==> config.mk <==
export PLATFORM = sky130hd
export DESIGN_NAME = serial_txn
export DESIGN_NICKNAME = d
export VERILOG_FILES = /design/src/include/txn_pkg.sv /design/src/include/rx_frame_if.sv /design/src/core/serial_txn.sv /design/src/core/frame_screen.sv /design/src/core/slave_decide.sv
export SDC_FILE = /design/constraint.sdc
export NUM_CORES = 1
export LEC_CHECK = 0
export ABC_AREA = 1
export BUFFER_PORTS_ARGS = -buffer_cell sky130_fd_sc_hd__clkbuf_2
export CORE_UTILIZATION = 57
export CTS_BUF_LIST = sky130_fd_sc_hd__clkbuf_16
export DETAILED_ROUTE_END_ITERATION = 8
export HOLD_SLACK_MARGIN = 0.05
export PLACE_DENSITY = 0.81
export SLEW_MARGIN = 15
export SYNTH_ARGS = -nofsm -noshare
export SYNTH_HDL_FRONTEND = slang
export SYNTH_SLANG_ARGS = --single-unit
==> constraint.sdc <==
create_clock -name ref_clk -period 2.3 [get_ports ref_clk]
set_clock_uncertainty 0.2 [all_clocks]
set_input_delay 0.115 -clock ref_clk [delete_from_list [all_inputs] [get_ports ref_clk]]
set_output_delay 0.115 -clock ref_clk [all_outputs]
set_load 0.1 [all_outputs]
==> src/include/txn_pkg.sv <==
// constants and types for the serial master/slave transaction layer
package txn_pkg;

    localparam int          CLK_HZ            = 125_000_000;
    localparam int          ADDR_W            = 8;
    localparam int          FUNC_W            = 8;
    localparam logic [7:0]  ADDR_BCAST        = 8'h00;
    localparam logic [7:0]  ADDR_IND_LO       = 8'h01;
    localparam logic [7:0]  ADDR_IND_HI       = 8'hF7;
    localparam logic [7:0]  ADDR_RSVD_LO      = 8'hF8;
    localparam int          MAX_SLAVES        = 247;

    // default timings: reply timeout 1 s, broadcast gap 100 ms
    localparam int          REPLY_TMO_MS      = 1000;
    localparam int          BCAST_GAP_MS      = 100;
    localparam int          REPLY_TMO_CYC     = REPLY_TMO_MS * (CLK_HZ / 1000);
    localparam int          BCAST_GAP_CYC     = BCAST_GAP_MS * (CLK_HZ / 1000);
    localparam int          TMR_W             = 32;
    localparam int          RETRY_W           = 4;
    localparam logic [3:0]  RETRY_MAX_RST     = 4'h3;

    // master transaction states
    typedef enum logic [1:0] {
        M_IDLE,
        M_WAIT_REPLY,
        M_WAIT_GAP
    } mstate_e;

    // address classes
    typedef enum logic [1:0] {
        A_BCAST,
        A_INDIV,
        A_RSVD
    } aclass_e;

    // classify an address byte
    function automatic aclass_e addr_class(input logic [7:0] a);
        if (a == ADDR_BCAST) begin
            return A_BCAST;
        end else if (a <= ADDR_IND_HI) begin
            return A_INDIV;
        end else begin
            return A_RSVD;
        end
    endfunction : addr_class

endpackage : txn_pkg

==> src/include/rx_frame_if.sv <==
// received-frame summary passed from the screening logic
`timescale 1ns/1ps
interface rx_frame_if;
    logic       valid;
    logic [7:0] addr;
    logic [7:0] func;
    logic       parity_err;
    logic       check_err;
    logic       frame_err;
    modport src (output valid, output addr, output func, output parity_err,
                 output check_err, output frame_err);
    modport dst (input valid, input addr, input func, input parity_err,
                 input check_err, input frame_err);
endinterface : rx_frame_if

==> src/core/serial_txn.sv <==
// master transaction sequencer plus slave reply decision
`timescale 1ns/1ps
module serial_txn #(
    parameter int REPLY_TMO_CYC = txn_pkg::REPLY_TMO_CYC,
    parameter int BCAST_GAP_CYC = txn_pkg::BCAST_GAP_CYC
) (
    input  wire logic       ref_clk,
    input  wire logic       srst,
    // master request side
    input  wire logic       req_valid,
    input  wire logic [7:0] req_addr,
    input  wire logic [7:0] req_func,
    input  wire logic       req_is_write,
    input  wire logic [3:0] retry_max,
    input  wire logic       retry_on_frame_err,
    // frame summary from the receive path
    input  wire logic       rx_valid,
    input  wire logic [7:0] rx_addr,
    input  wire logic [7:0] rx_func,
    input  wire logic       rx_parity_err,
    input  wire logic       rx_check_err,
    // slave side
    input  wire logic       slave_mode,
    input  wire logic [7:0] my_addr,
    input  wire logic       req_bad_format,
    // master outputs
    output logic            req_ready,
    output logic            tx_start,
    output logic [7:0]      tx_addr,
    output logic [7:0]      tx_func,
    output logic            reply_ok,
    output logic [7:0]      reply_func,
    output logic            txn_err,
    output logic            timeout_err,
    output logic            retries_exhausted,
    output logic            busy,
    // slave outputs
    output logic            slv_exec,
    output logic            slv_exec_bcast,
    output logic            slv_reply,
    output logic            slv_reply_err,
    output logic [7:0]      slv_reply_addr
);
    rx_frame_if fr ();

    logic m_valid;
    logic s_valid;

    // one receive stage feeds both roles
    frame_screen u_screen (
        .ref_clk       (ref_clk),
        .srst          (srst),
        .in_valid      (rx_valid),
        .in_addr       (rx_addr),
        .in_func       (rx_func),
        .in_parity_err (rx_parity_err),
        .in_check_err  (rx_check_err),
        .fr            (fr)
    );

    // slave decision block, registered outputs
    logic       sx_q, sb_q, sr_q, se_q;
    logic [7:0] sa_q;
    logic       sx_w, sb_w, sr_w, se_w;
    logic [7:0] sa_w;
    logic       sx_d, sb_d, sr_d, se_d;
    logic [7:0] sa_d;

    slave_decide u_slave (
        .ref_clk        (ref_clk),
        .srst           (srst),
        .my_addr        (my_addr),
        .req_bad_format (req_bad_format),
        .fr             (fr),
        .exec_req       (sx_w),
        .exec_bcast     (sb_w),
        .reply_req      (sr_w),
        .reply_err      (se_w),
        .reply_addr     (sa_w)
    );

    // gate slave results so a master never answers anyone
    always_comb begin
        s_valid = slave_mode;
        sx_d    = sx_w & s_valid;
        sb_d    = sb_w & s_valid;
        sr_d    = sr_w & s_valid;
        se_d    = se_w & s_valid;
        sa_d    = sa_w;
    end

    // third stage keeps every slave output on a flop
    always_ff @(posedge ref_clk) begin
        if (srst) begin
            sx_q <= 1'b0;
            sb_q <= 1'b0;
            sr_q <= 1'b0;
            se_q <= 1'b0;
            sa_q <= 8'h00;
        end else begin
            sx_q <= sx_d;
            sb_q <= sb_d;
            sr_q <= sr_d;
            se_q <= se_d;
            sa_q <= sa_d;
        end
    end

    // slave outputs
    assign slv_exec       = sx_q;
    assign slv_exec_bcast = sb_q;
    assign slv_reply      = sr_q;
    assign slv_reply_err  = se_q;
    assign slv_reply_addr = sa_q;

    // ---- master sequencer ----
    txn_pkg::mstate_e st_q, st_d;
    logic [31:0] tmr_q, tmr_d;
    logic [3:0]  tries_q, tries_d;
    logic [7:0]  dst_q, dst_d;
    logic [7:0]  fn_q, fn_d;

    // output flops of the master
    logic        rdy_q, rdy_d;
    logic        txs_q, txs_d;
    logic        ok_q, ok_d;
    logic [7:0]  rfn_q, rfn_d;
    logic        err_q, err_d;
    logic        tmo_q, tmo_d;
    logic        exh_q, exh_d;
    logic        busy_q, busy_d;
    logic        launch;
    logic        req_legal;

    // gap only covers processing, so it never outlasts the timeout
    localparam int GAP_CYC = (BCAST_GAP_CYC < REPLY_TMO_CYC) ? BCAST_GAP_CYC : REPLY_TMO_CYC;

    // a frame counts only when it names the slave we addressed
    function automatic logic from_target(input logic v, input logic [7:0] a,
                                         input logic [7:0] d);
        return v && (a == d);
    endfunction : from_target

    // master sees frames only in master role
    assign m_valid = fr.valid & ~slave_mode;
    // broadcast must be a write; reserved targets are refused, master has no address
    assign req_legal = (txn_pkg::addr_class(req_addr) == txn_pkg::A_INDIV)
                     | ((txn_pkg::addr_class(req_addr) == txn_pkg::A_BCAST)
                        & req_is_write);
    assign launch = req_valid & rdy_q & ~slave_mode;

    // next-state and timers; refused requests raise txn_err only
    always_comb begin
        st_d    = st_q;
        tmr_d   = tmr_q;
        tries_d = tries_q;
        dst_d   = dst_q;
        fn_d    = fn_q;
        txs_d   = 1'b0;
        ok_d    = 1'b0;
        rfn_d   = rfn_q;
        err_d   = 1'b0;
        tmo_d   = 1'b0;
        exh_d   = 1'b0;
        case (st_q)
            txn_pkg::M_IDLE: begin
                if (launch && !req_legal) begin
                    err_d = 1'b1;
                end else if (launch) begin
                    dst_d = req_addr;
                    fn_d  = req_func;
                    txs_d = 1'b1;
                    // same target resends count as retries
                    tries_d = (req_addr == dst_q) ? tries_q : 4'h0;
                    // broadcast waits out the gap, unicast waits for a reply
                    if (req_addr == txn_pkg::ADDR_BCAST) begin
                        st_d  = txn_pkg::M_WAIT_GAP;
                        tmr_d = 32'(GAP_CYC);
                    end else begin
                        st_d  = txn_pkg::M_WAIT_REPLY;
                        tmr_d = 32'(REPLY_TMO_CYC);
                    end
                end
            end

            txn_pkg::M_WAIT_REPLY: begin
                tmr_d = tmr_q - 32'h1; // wrong-slave replies fall through here
                if (from_target(m_valid, fr.addr, dst_q) && fr.frame_err) begin
                    // resend while tries remain, else give up
                    if (retry_on_frame_err && tries_q < retry_max) begin
                        txs_d   = 1'b1; // resend same request
                        tries_d = tries_q + 4'h1;
                        tmr_d   = 32'(REPLY_TMO_CYC);
                    end else begin
                        err_d = 1'b1;
                        st_d  = txn_pkg::M_IDLE;
                    end
                end else if (from_target(m_valid, fr.addr, dst_q)) begin
                    ok_d    = 1'b1;
                    rfn_d   = fr.func;
                    tries_d = 4'h0;
                    tmr_d   = 32'h0;
                    st_d    = txn_pkg::M_IDLE;
                end else if (tmr_q <= 32'h1) begin
                    err_d   = 1'b1;
                    tmo_d   = 1'b1;
                    st_d    = txn_pkg::M_IDLE;
                    // count the attempt so the next resend sees the ceiling
                    tries_d = (tries_q < 4'hF) ? tries_q + 4'h1 : tries_q;
                    exh_d   = (tries_q >= retry_max);
                end
            end

            // frames are ignored while the gap runs
            txn_pkg::M_WAIT_GAP: begin
                tmr_d = tmr_q - 32'h1;
                if (tmr_q <= 32'h1) begin
                    st_d  = txn_pkg::M_IDLE;
                    tmr_d = 32'h0;
                end
            end

            // a stray state code falls back to idle
            default: begin
                st_d = txn_pkg::M_IDLE;
            end
        endcase
        // ready follows the next state, so idle shows at once
        rdy_d  = (st_d == txn_pkg::M_IDLE) & ~slave_mode;
        busy_d = (st_d != txn_pkg::M_IDLE);
    end

    // register stage only
    always_ff @(posedge ref_clk) begin
        if (srst) begin
            st_q    <= txn_pkg::M_IDLE;
            tmr_q   <= 32'h0;
            tries_q <= 4'h0;
            dst_q   <= 8'h00;
            fn_q    <= 8'h00;
            rdy_q   <= 1'b0;
            txs_q   <= 1'b0;
            ok_q    <= 1'b0;
            rfn_q   <= 8'h00;
            err_q   <= 1'b0;
            tmo_q   <= 1'b0;
            exh_q   <= 1'b0;
            busy_q  <= 1'b0;
        end else begin
            st_q    <= st_d;
            tmr_q   <= tmr_d;
            tries_q <= tries_d;
            dst_q   <= dst_d;
            fn_q    <= fn_d;
            rdy_q   <= rdy_d;
            txs_q   <= txs_d;
            ok_q    <= ok_d;
            rfn_q   <= rfn_d;
            err_q   <= err_d;
            tmo_q   <= tmo_d;
            exh_q   <= exh_d;
            busy_q  <= busy_d;
        end
    end

    // master outputs
    assign req_ready         = rdy_q;
    assign tx_start          = txs_q;
    assign tx_addr           = dst_q;
    assign tx_func           = fn_q;
    assign reply_ok          = ok_q;
    assign reply_func        = rfn_q;
    assign txn_err           = err_q;
    assign timeout_err       = tmo_q;
    assign retries_exhausted = exh_q;
    assign busy              = busy_q;
endmodule : serial_txn

==> src/core/frame_screen.sv <==
// registers an incoming frame summary and derives its frame error
`timescale 1ns/1ps
module frame_screen (
    input  wire logic       ref_clk,
    input  wire logic       srst,
    input  wire logic       in_valid,
    input  wire logic [7:0] in_addr,
    input  wire logic [7:0] in_func,
    input  wire logic       in_parity_err,
    input  wire logic       in_check_err,
    rx_frame_if.src         fr
);
    logic       valid_q, valid_d;
    logic [7:0] addr_q, addr_d;
    logic [7:0] func_q, func_d;
    logic       par_q, par_d;
    logic       chk_q, chk_d;

    // capture only on a frame end strobe
    always_comb begin
        valid_d = in_valid;
        addr_d  = in_valid ? in_addr : addr_q;
        func_d  = in_valid ? in_func : func_q;
        par_d   = in_valid ? in_parity_err : par_q;
        chk_d   = in_valid ? in_check_err : chk_q;
    end

    always_ff @(posedge ref_clk) begin
        if (srst) begin
            valid_q <= 1'b0;
            addr_q  <= 8'h00;
            func_q  <= 8'h00;
            par_q   <= 1'b0;
            chk_q   <= 1'b0;
        end else begin
            valid_q <= valid_d;
            addr_q  <= addr_d;
            func_q  <= func_d;
            par_q   <= par_d;
            chk_q   <= chk_d;
        end
    end

    assign fr.valid      = valid_q;
    assign fr.addr       = addr_q;
    assign fr.func       = func_q;
    assign fr.parity_err = par_q;
    assign fr.check_err  = chk_q;
    assign fr.frame_err  = par_q | chk_q;
endmodule : frame_screen

==> src/core/slave_decide.sv <==
// slave-side addressing and reply decision
`timescale 1ns/1ps
module slave_decide (
    input  wire logic       ref_clk,
    input  wire logic       srst,
    input  wire logic [7:0] my_addr,
    input  wire logic       req_bad_format,
    rx_frame_if.dst         fr,
    output logic            exec_req,
    output logic            exec_bcast,
    output logic            reply_req,
    output logic            reply_err,
    output logic [7:0]      reply_addr
);
    logic       exec_q, exec_d;
    logic       bc_q, bc_d;
    logic       rep_q, rep_d;
    logic       rerr_q, rerr_d;
    logic [7:0] raddr_q, raddr_d;
    logic       mine;
    logic       is_bc;
    logic       addr_ok;

    // own address must be individual to be assignable
    assign addr_ok = (txn_pkg::addr_class(my_addr) == txn_pkg::A_INDIV);
    assign is_bc   = (txn_pkg::addr_class(fr.addr) == txn_pkg::A_BCAST);
    assign mine    = addr_ok && (fr.addr == my_addr);

    // replies only follow a master request, never on broadcast or bad frame
    always_comb begin
        exec_d  = 1'b0;
        bc_d    = 1'b0;
        rep_d   = 1'b0;
        rerr_d  = 1'b0;
        raddr_d = raddr_q;
        if (fr.valid && !fr.frame_err) begin
            if (is_bc) begin
                exec_d = !req_bad_format;
                bc_d   = !req_bad_format;
            end else if (mine) begin
                exec_d  = !req_bad_format;
                rep_d   = 1'b1;
                rerr_d  = req_bad_format;
                raddr_d = my_addr;
            end
        end
    end

    always_ff @(posedge ref_clk) begin
        if (srst) begin
            exec_q  <= 1'b0;
            bc_q    <= 1'b0;
            rep_q   <= 1'b0;
            rerr_q  <= 1'b0;
            raddr_q <= 8'h00;
        end else begin
            exec_q  <= exec_d;
            bc_q    <= bc_d;
            rep_q   <= rep_d;
            rerr_q  <= rerr_d;
            raddr_q <= raddr_d;
        end
    end

    assign exec_req   = exec_q;
    assign exec_bcast = bc_q;
    assign reply_req  = rep_q;
    assign reply_err  = rerr_q;
    assign reply_addr = raddr_q;
endmodule : slave_decide

Word-level counts from Yosys, hierarchy flattened
Cells that the tools add are included.

word-level totals
  output and inout bits = 43
  logic and storage cells = 145
  flip-flop bits (word level) = 112
  input port bits = 54

cells by class
  reduce and logical (&&, ||, !) cells = 30
  magnitude comparators = 7
  equal/unequal tests = 13
  mux-type cells = 46
  $add $sub $neg = 2
  bitwise operators = 19

operator list
  operator               count
  $mux 32                6
  $pmux 32 s3            1
  $le 32x1->1 const B    1
  $mux 4                 8
  $sub 32x1->32 const B  1
  $mux 27                1
  $mux 2                 13
  $eq 8x8->1             3
  $le 8x8->1 const B     3
  $logic_not 8->1        3
  $mux 1                 13
  $reduce_and 3->1       4
  $and 1x1->1            9
  $reduce_or 3->1        3
  $logic_not 2->1        4
  $ne 4x4->1 const B     2
  $not 1->1              8
  $pmux 4 s2             1
  $reduce_and 7->1       1
  $eq 2x1->1 const B     3
  $logic_and 1x1->1      6
  $ne 2x2->1 const B     3
  $pmux 2 s3             1
  $reduce_or 5->1        1
  13 further kinds       18

Logic depth before layout (Yosys ltp)
  word-level depth = 12
  gate-level depth with buffers = 16
  gate-level depth less buffers = 16

By module
A second synthesis with hierarchy kept.

unflattened totals
  cell total of the unflattened synthesis = 932
  area total of the unflattened synthesis = 6324.8 um^2

by module, submodules not included
  module        area each (um^2)  sequential area each (um^2)  cells an instance  times used
  serial_txn    4697.0            1621.6                       689                1
  frame_screen  849.6             380.4                        118                1
  slave_decide  778.2             240.2                        125                1

Worst setup path before layout
Ideal clock, no wire load.

  path kind = flip-flop to flip-flop
  start point = reg dst_q[7] (netlist: tx_addr[7])
  end point = reg tmr_q[28]
  library setup time = 115 ps
  setup slack = -291 ps
  arrival = 2276 ps
  cell stages (with the launch flop) = 15
  clock period less this slack = 2591 ps
  required time = 1985 ps
  buffers on the path = 1
  path through = dfxtp_1 -> inv_1 -> nand2_1 -> nand2_1 -> nor3_2 -> inv_1 -> nor2_4 -> nand2_2 -> nand2_4 -> nand2_4 -> nand3_2 -> nand2_1 -> nand2_1 -> buf_6 -> nor2_1

on the way
  cells in the longest elaborated chain, start to end = 5
  elaborated cells between the ends (all ways) = 6
  classes of those cells = 1 x eq/ne; 3 x mux; 2 x reduce/logical

RTL lines
  element                                              line                                  source
  start, declared                                      serial_txn.sv:120                     logic [7:0] dst_q, dst_d;
  start signal, assigned                               serial_txn.sv:253                     dst_q <= dst_d;
  $eq 8x8->1 *                                         serial_txn.sv:141                     return v && (a == d);
  $logic_and 1x1->1 *                                  serial_txn.sv:141
  $mux 32 / $logic_and 1x1->1 (equally long branches)  serial_txn.sv:198, serial_txn.sv:188
  $mux 32 *                                            serial_txn.sv:188                     if (from_target(m_valid, fr.addr, dst_q) && fr.frame_err) begin
  $pmux 32 s3 *                                        serial_txn.sv:165                     case (st_q)
  end signal, assigned                                 serial_txn.sv:251                     tmr_q <= tmr_d;
  end, declared                                        serial_txn.sv:118                     logic [31:0] tmr_q, tmr_d;

Mark *: on every way between the ends. The rest lies on a longest branch, timed or not.
A chain may end at the register's enable or synchronous reset.

Final worst setup path
  start point = in req_addr[3]
  end point = reg tmr_q[6]

on the way
  cells in the longest elaborated chain, start to end = 10
  elaborated cells between the ends (all ways) = 16
  classes of those cells = 1 x order compare; 2 x eq/ne; 6 x mux; 2 x bitwise; 5 x reduce/logical

RTL lines
  element                     line               source
  start, declared             serial_txn.sv:11   input wire logic [7:0] req_addr,
  $le 8x8->1                  txn_pkg.sv:40      end else if (a <= ADDR_IND_HI) begin
  $mux 2                      txn_pkg.sv:40
  $mux 2                      txn_pkg.sv:38      if (a == ADDR_BCAST) begin
  $logic_not 2->1             serial_txn.sv:148  | ((txn_pkg::addr_class(req_addr) == txn_pkg::A_BCAST)
  $and 1x1->1                 serial_txn.sv:149  & req_is_write);
  $or 1x1->1                  serial_txn.sv:148
  $logic_not 1->1             serial_txn.sv:167  if (launch && !req_legal) begin
  $logic_and 1x1->1           serial_txn.sv:167
  $ne 2x2->1 (no line)        -
  $reduce_and 3->1 (no line)  -

Several ways; a longest one is shown, not always the timed one. The select of a mux whose other input is x is not followed.

==> flow_metrics.env <==
export IMPL_postRouteAntennaNets=0
export IMPL_irDropWorstVdd_v=0.000375
export IMPL_grt_overflow=0
export IMPL_r2r_slack_ns=0.13
export IMPL_cp_common_cell="nand2_1"
export IMPL_cp_start_kind="primary input"
export IMPL_min_delay_worst_endpoint="tx_addr[1]"
export IMPL_cap_viol_max_count=0
export IMPL_post_drt_wl_per_cell_um=14.3
export IMPL_antenna_found_initial=0
export IMPL_num_antenna_cells=0
export IMPL_synth_top_area_cell="dfxtp_1"
export IMPL_grt_usage_pct=32.7
export IMPL_timing_fmax_mhz=457
export IMPL_holdPathStages=5
export IMPL_htree_levels=3
export IMPL_ys_seq_area_share_pct=38.2
export IMPL_finalSetupTns_ns=0
export IMPL_syn_nets=927
export IMPL_timing_rr_start="u_screen.fr.addr[5]"
export IMPL_tightest_slew_ns=0.582
export IMPL_fin_crit_ns=2.19
export IMPL_endpoint_kind="flip-flop"
export IMPL_setup_slack_ns=0.111
export IMPL_root_buffer="clkbuf_16"
export IMPL_wirelength_mm=16.5
export IMPL_dp_hpwl_mm=10.2
export IMPL_synth_cells=861
export IMPL_synth_top_cell_area_share_pct=38.2
export IMPL_slowest_delay_ns=0.57
export IMPL_grt_max_degree=60
export IMPL_synthTopCellsByArea="dfxtp_1, nand2_1, nor2_1"
export IMPL_floorplan_initialDensity_pct=59.5
export IMPL_slowest_stage="dlygate4sd3_1"
export IMPL_layout_cells_non_filler=1157
export IMPL_io_pins=97
export IMPL_ys_seq_elements=112
export IMPL_first_pass_iters=5
export IMPL_synth_avg_cell_area_um2=6.82
export IMPL_fin_util_pct=76.3
export IMPL_dp_slack_ns=0.161
export IMPL_die_width_um=103
export IMPL_drt_initial_drc_count=422
export IMPL_reg2reg_depth=10
export IMPL_yosys_warnings=0
export IMPL_crit_path_max_fanout=11
export IMPL_cp_arrival_ns=2.21
export IMPL_path_clk_slew_ns=0.08
export IMPL_fill_cells=709
export IMPL_synth_common_cells="nand2_1, nor2_1, inv_1"
export IMPL_hold_viol=0
export IMPL_post_route_period_util_pct=95.2
export IMPL_grt_pass1_vias=5737
export IMPL_yosys_cell_count_top_type="nand2_1"
export IMPL_finalMaxSlewViolations=0
export IMPL_drc=0
export IMPL_vias=6123
export IMPL_grt_pass1_wl_mm=27.0
export IMPL_critPathRequiredTime_ns=2.32
export IMPL_cts_tree="built"
export IMPL_synth_area_um2=5870
export IMPL_cts_made_buffers=9
export IMPL_placementRows=36
export IMPL_fp_coreArea_um2=9860
export IMPL_portBuffers=96
export IMPL_synth_distinct_cells=37
export IMPL_p_per_area_nw_per_um2=705
export IMPL_dp_cells=1083
export IMPL_total_power_mw=5.30
export IMPL_path_cells="dlygate4sd3_1 -> clkbuf_2 -> nor2_1 -> nand2_1 -> nor2_2 -> nand2_1 -> nand3_1 -> nand2_1 -> nand2_2 -> buf_4 -> a21oi_2 -> buf_4 -> nand2_1 -> a21oi_1"
export IMPL_die_h_um=103
export IMPL_hp_class="primary input to flip-flop"
export IMPL_status="complete, no violations"
export IMPL_p_leak_nw=3.54
export IMPL_cts_num_sinks=112
export IMPL_routed_via_density=5.29
export IMPL_ys_async_sr_fraction_pct=0
export IMPL_synth_flop_cell="dfxtp_1"
export IMPL_finalNetCount=1085
export IMPL_setup_viol=0
export IMPL_worstReg2RegEnd="reply_func[3]"
export IMPL_relSlewSlack_pct=61.4
export IMPL_worstSetupPathType="primary input to flip-flop"
export IMPL_insertion_delay_ns=0.36
export IMPL_place_gp_congestion=0.943
export IMPL_design_die_area_um2=10700
export IMPL_synth_edff_count=0
export IMPL_hp_start="req_valid"
export IMPL_area_growth_pct=28.1
export IMPL_drive_gt1_share_pct=18.1
export IMPL_cts_buffer_depth=2
==> power by group <==
| group | leakage [nW] | internal (mW) | switching, mW | total, mW |
|---|---|---|---|---|
| Combinational | 2.47 | 0.523 | 0.916 | 1.44 |
| Sequential | 0.917 | 2.03 | 0.100 | 2.13 |
| Clock | 0.161 | 0.971 | 0.762 | 1.73 |
| Total | 3.54 | 3.53 | 1.78 | 5.30 |
==> metal layers <==
metal / wire (µm) / track usage, % / up-vias
met5: 0 / 0 / -
met4: 414 / 13.9 / 0
met3: 1150 / 5.78 / 40
met2: 7660 / 53.6 / 279
met1: 7270 / 42.4 / 2754
li1: - / - / 3050
==> flip-flops by register name, indices dropped and copies added, names as in the netlist, 2 cells and up <==
name,cells
u_screen.fr.func,8
reply_func,8
u_slave.reply_addr,8
tries_q,4
slv_reply_addr,8
tmr_q,32
u_screen.fr.addr,8
tx_addr,8
tx_func,8
st_q,2
==> through the flow <==
stage / hold WS [ns] / area (µm²)
floorplan: 0.0499 / 5880
global placement: 0.142 / 6570
detailed placement: 0.144 / 6570
CTS: 0.0586 / 7470
global route: 0.136 / 7520
finish: 0.110 / 7520
==> cells by family after synthesis <==
group,count (synthesis),share of synthesized area [%]
AND/OR/NAND/NOR,405,30.5
buffers and inverters,152,10.3
AO/OA/AOI/OAI,141,12.7
flip-flops,112,38.2
XOR/XNOR,39,5.82
adder cells (fa/ha/maj),12,2.56
==> area by class of cell <==
cell class | count | area [µm²] | area share [%]
clock buffers | 9 | 225 | 2.99
clock inverters | 7 | 103 | 1.36
inverters | 125 | 472 | 6.27
multi-input cells | 597 | 3060 | 40.7
flip-flops and latches | 112 | 2260 | 30.0
well taps | 133 | 166 | 2.21
repair buffers | 174 | 1240 | 16.5
==> worst max-delay path by stage <==
stage                     cells past startpoint            end        start  slack [ns]
after floorplan                              14      tmr_q[28]   tx_addr[7]        0.07
after global placement                       14       tmr_q[9]     tmr_q[1]        0.23
after detailed placement                     14      tmr_q[26]     tmr_q[1]        0.16
after CTS                                    10  reply_func[3]   slave_mode        0.13
after global routing                         16     tries_q[1]     tmr_q[1]      -0.004
final                                        14       tmr_q[6]  req_addr[3]        0.11
==> critical path, delay by kind of cell <==
kind	cells	cell delay, ns
simple gates	8	0.85
compound gates	2	0.10
buf+inv	4	1.11
==> placed cells by master (no fill, tap or decap), types with 3 or more instances in the layout <==
master / Yosys / layout
nor2_4: 4 / 6
o21bai_1: 3 / 3
xnor2_1: 19 / 19
a211oi_1: 8 / 8
nand2_2: 9 / 11
nand3_1: 56 / 56
o21ai_0: 68 / 68
dlygate4sd3_1: 0 / 56
clkbuf_16: 0 / 9
nand2_4: 3 / 3
nand4_1: 14 / 14
xor2_1: 20 / 20
buf_4: 2 / 20
inv_1: 118 / 119
nor2_2: 5 / 5
a21oi_1: 56 / 56
ha_1: 12 / 12
nand2_1: 152 / 150
dfxtp_1: 112 / 100
nor3_1: 9 / 9
clkbuf_2: 0 / 95
inv_2: 5 / 4
nor3_2: 3 / 3
dfxtp_2: 0 / 12
nor2_1: 139 / 137
==> timing repair <==
| action | in CTS | in global routing |
|---|---|---|
| resized for setup | 0 | 14 |
| endpoints found under the setup margin | 0 | 23 |
| endpoints found under the hold margin | 51 | 0 |
| buffers inserted | 0 | 2 |
| hold buffers | 57 | 0 |
(Power assumes the default switching activity.)
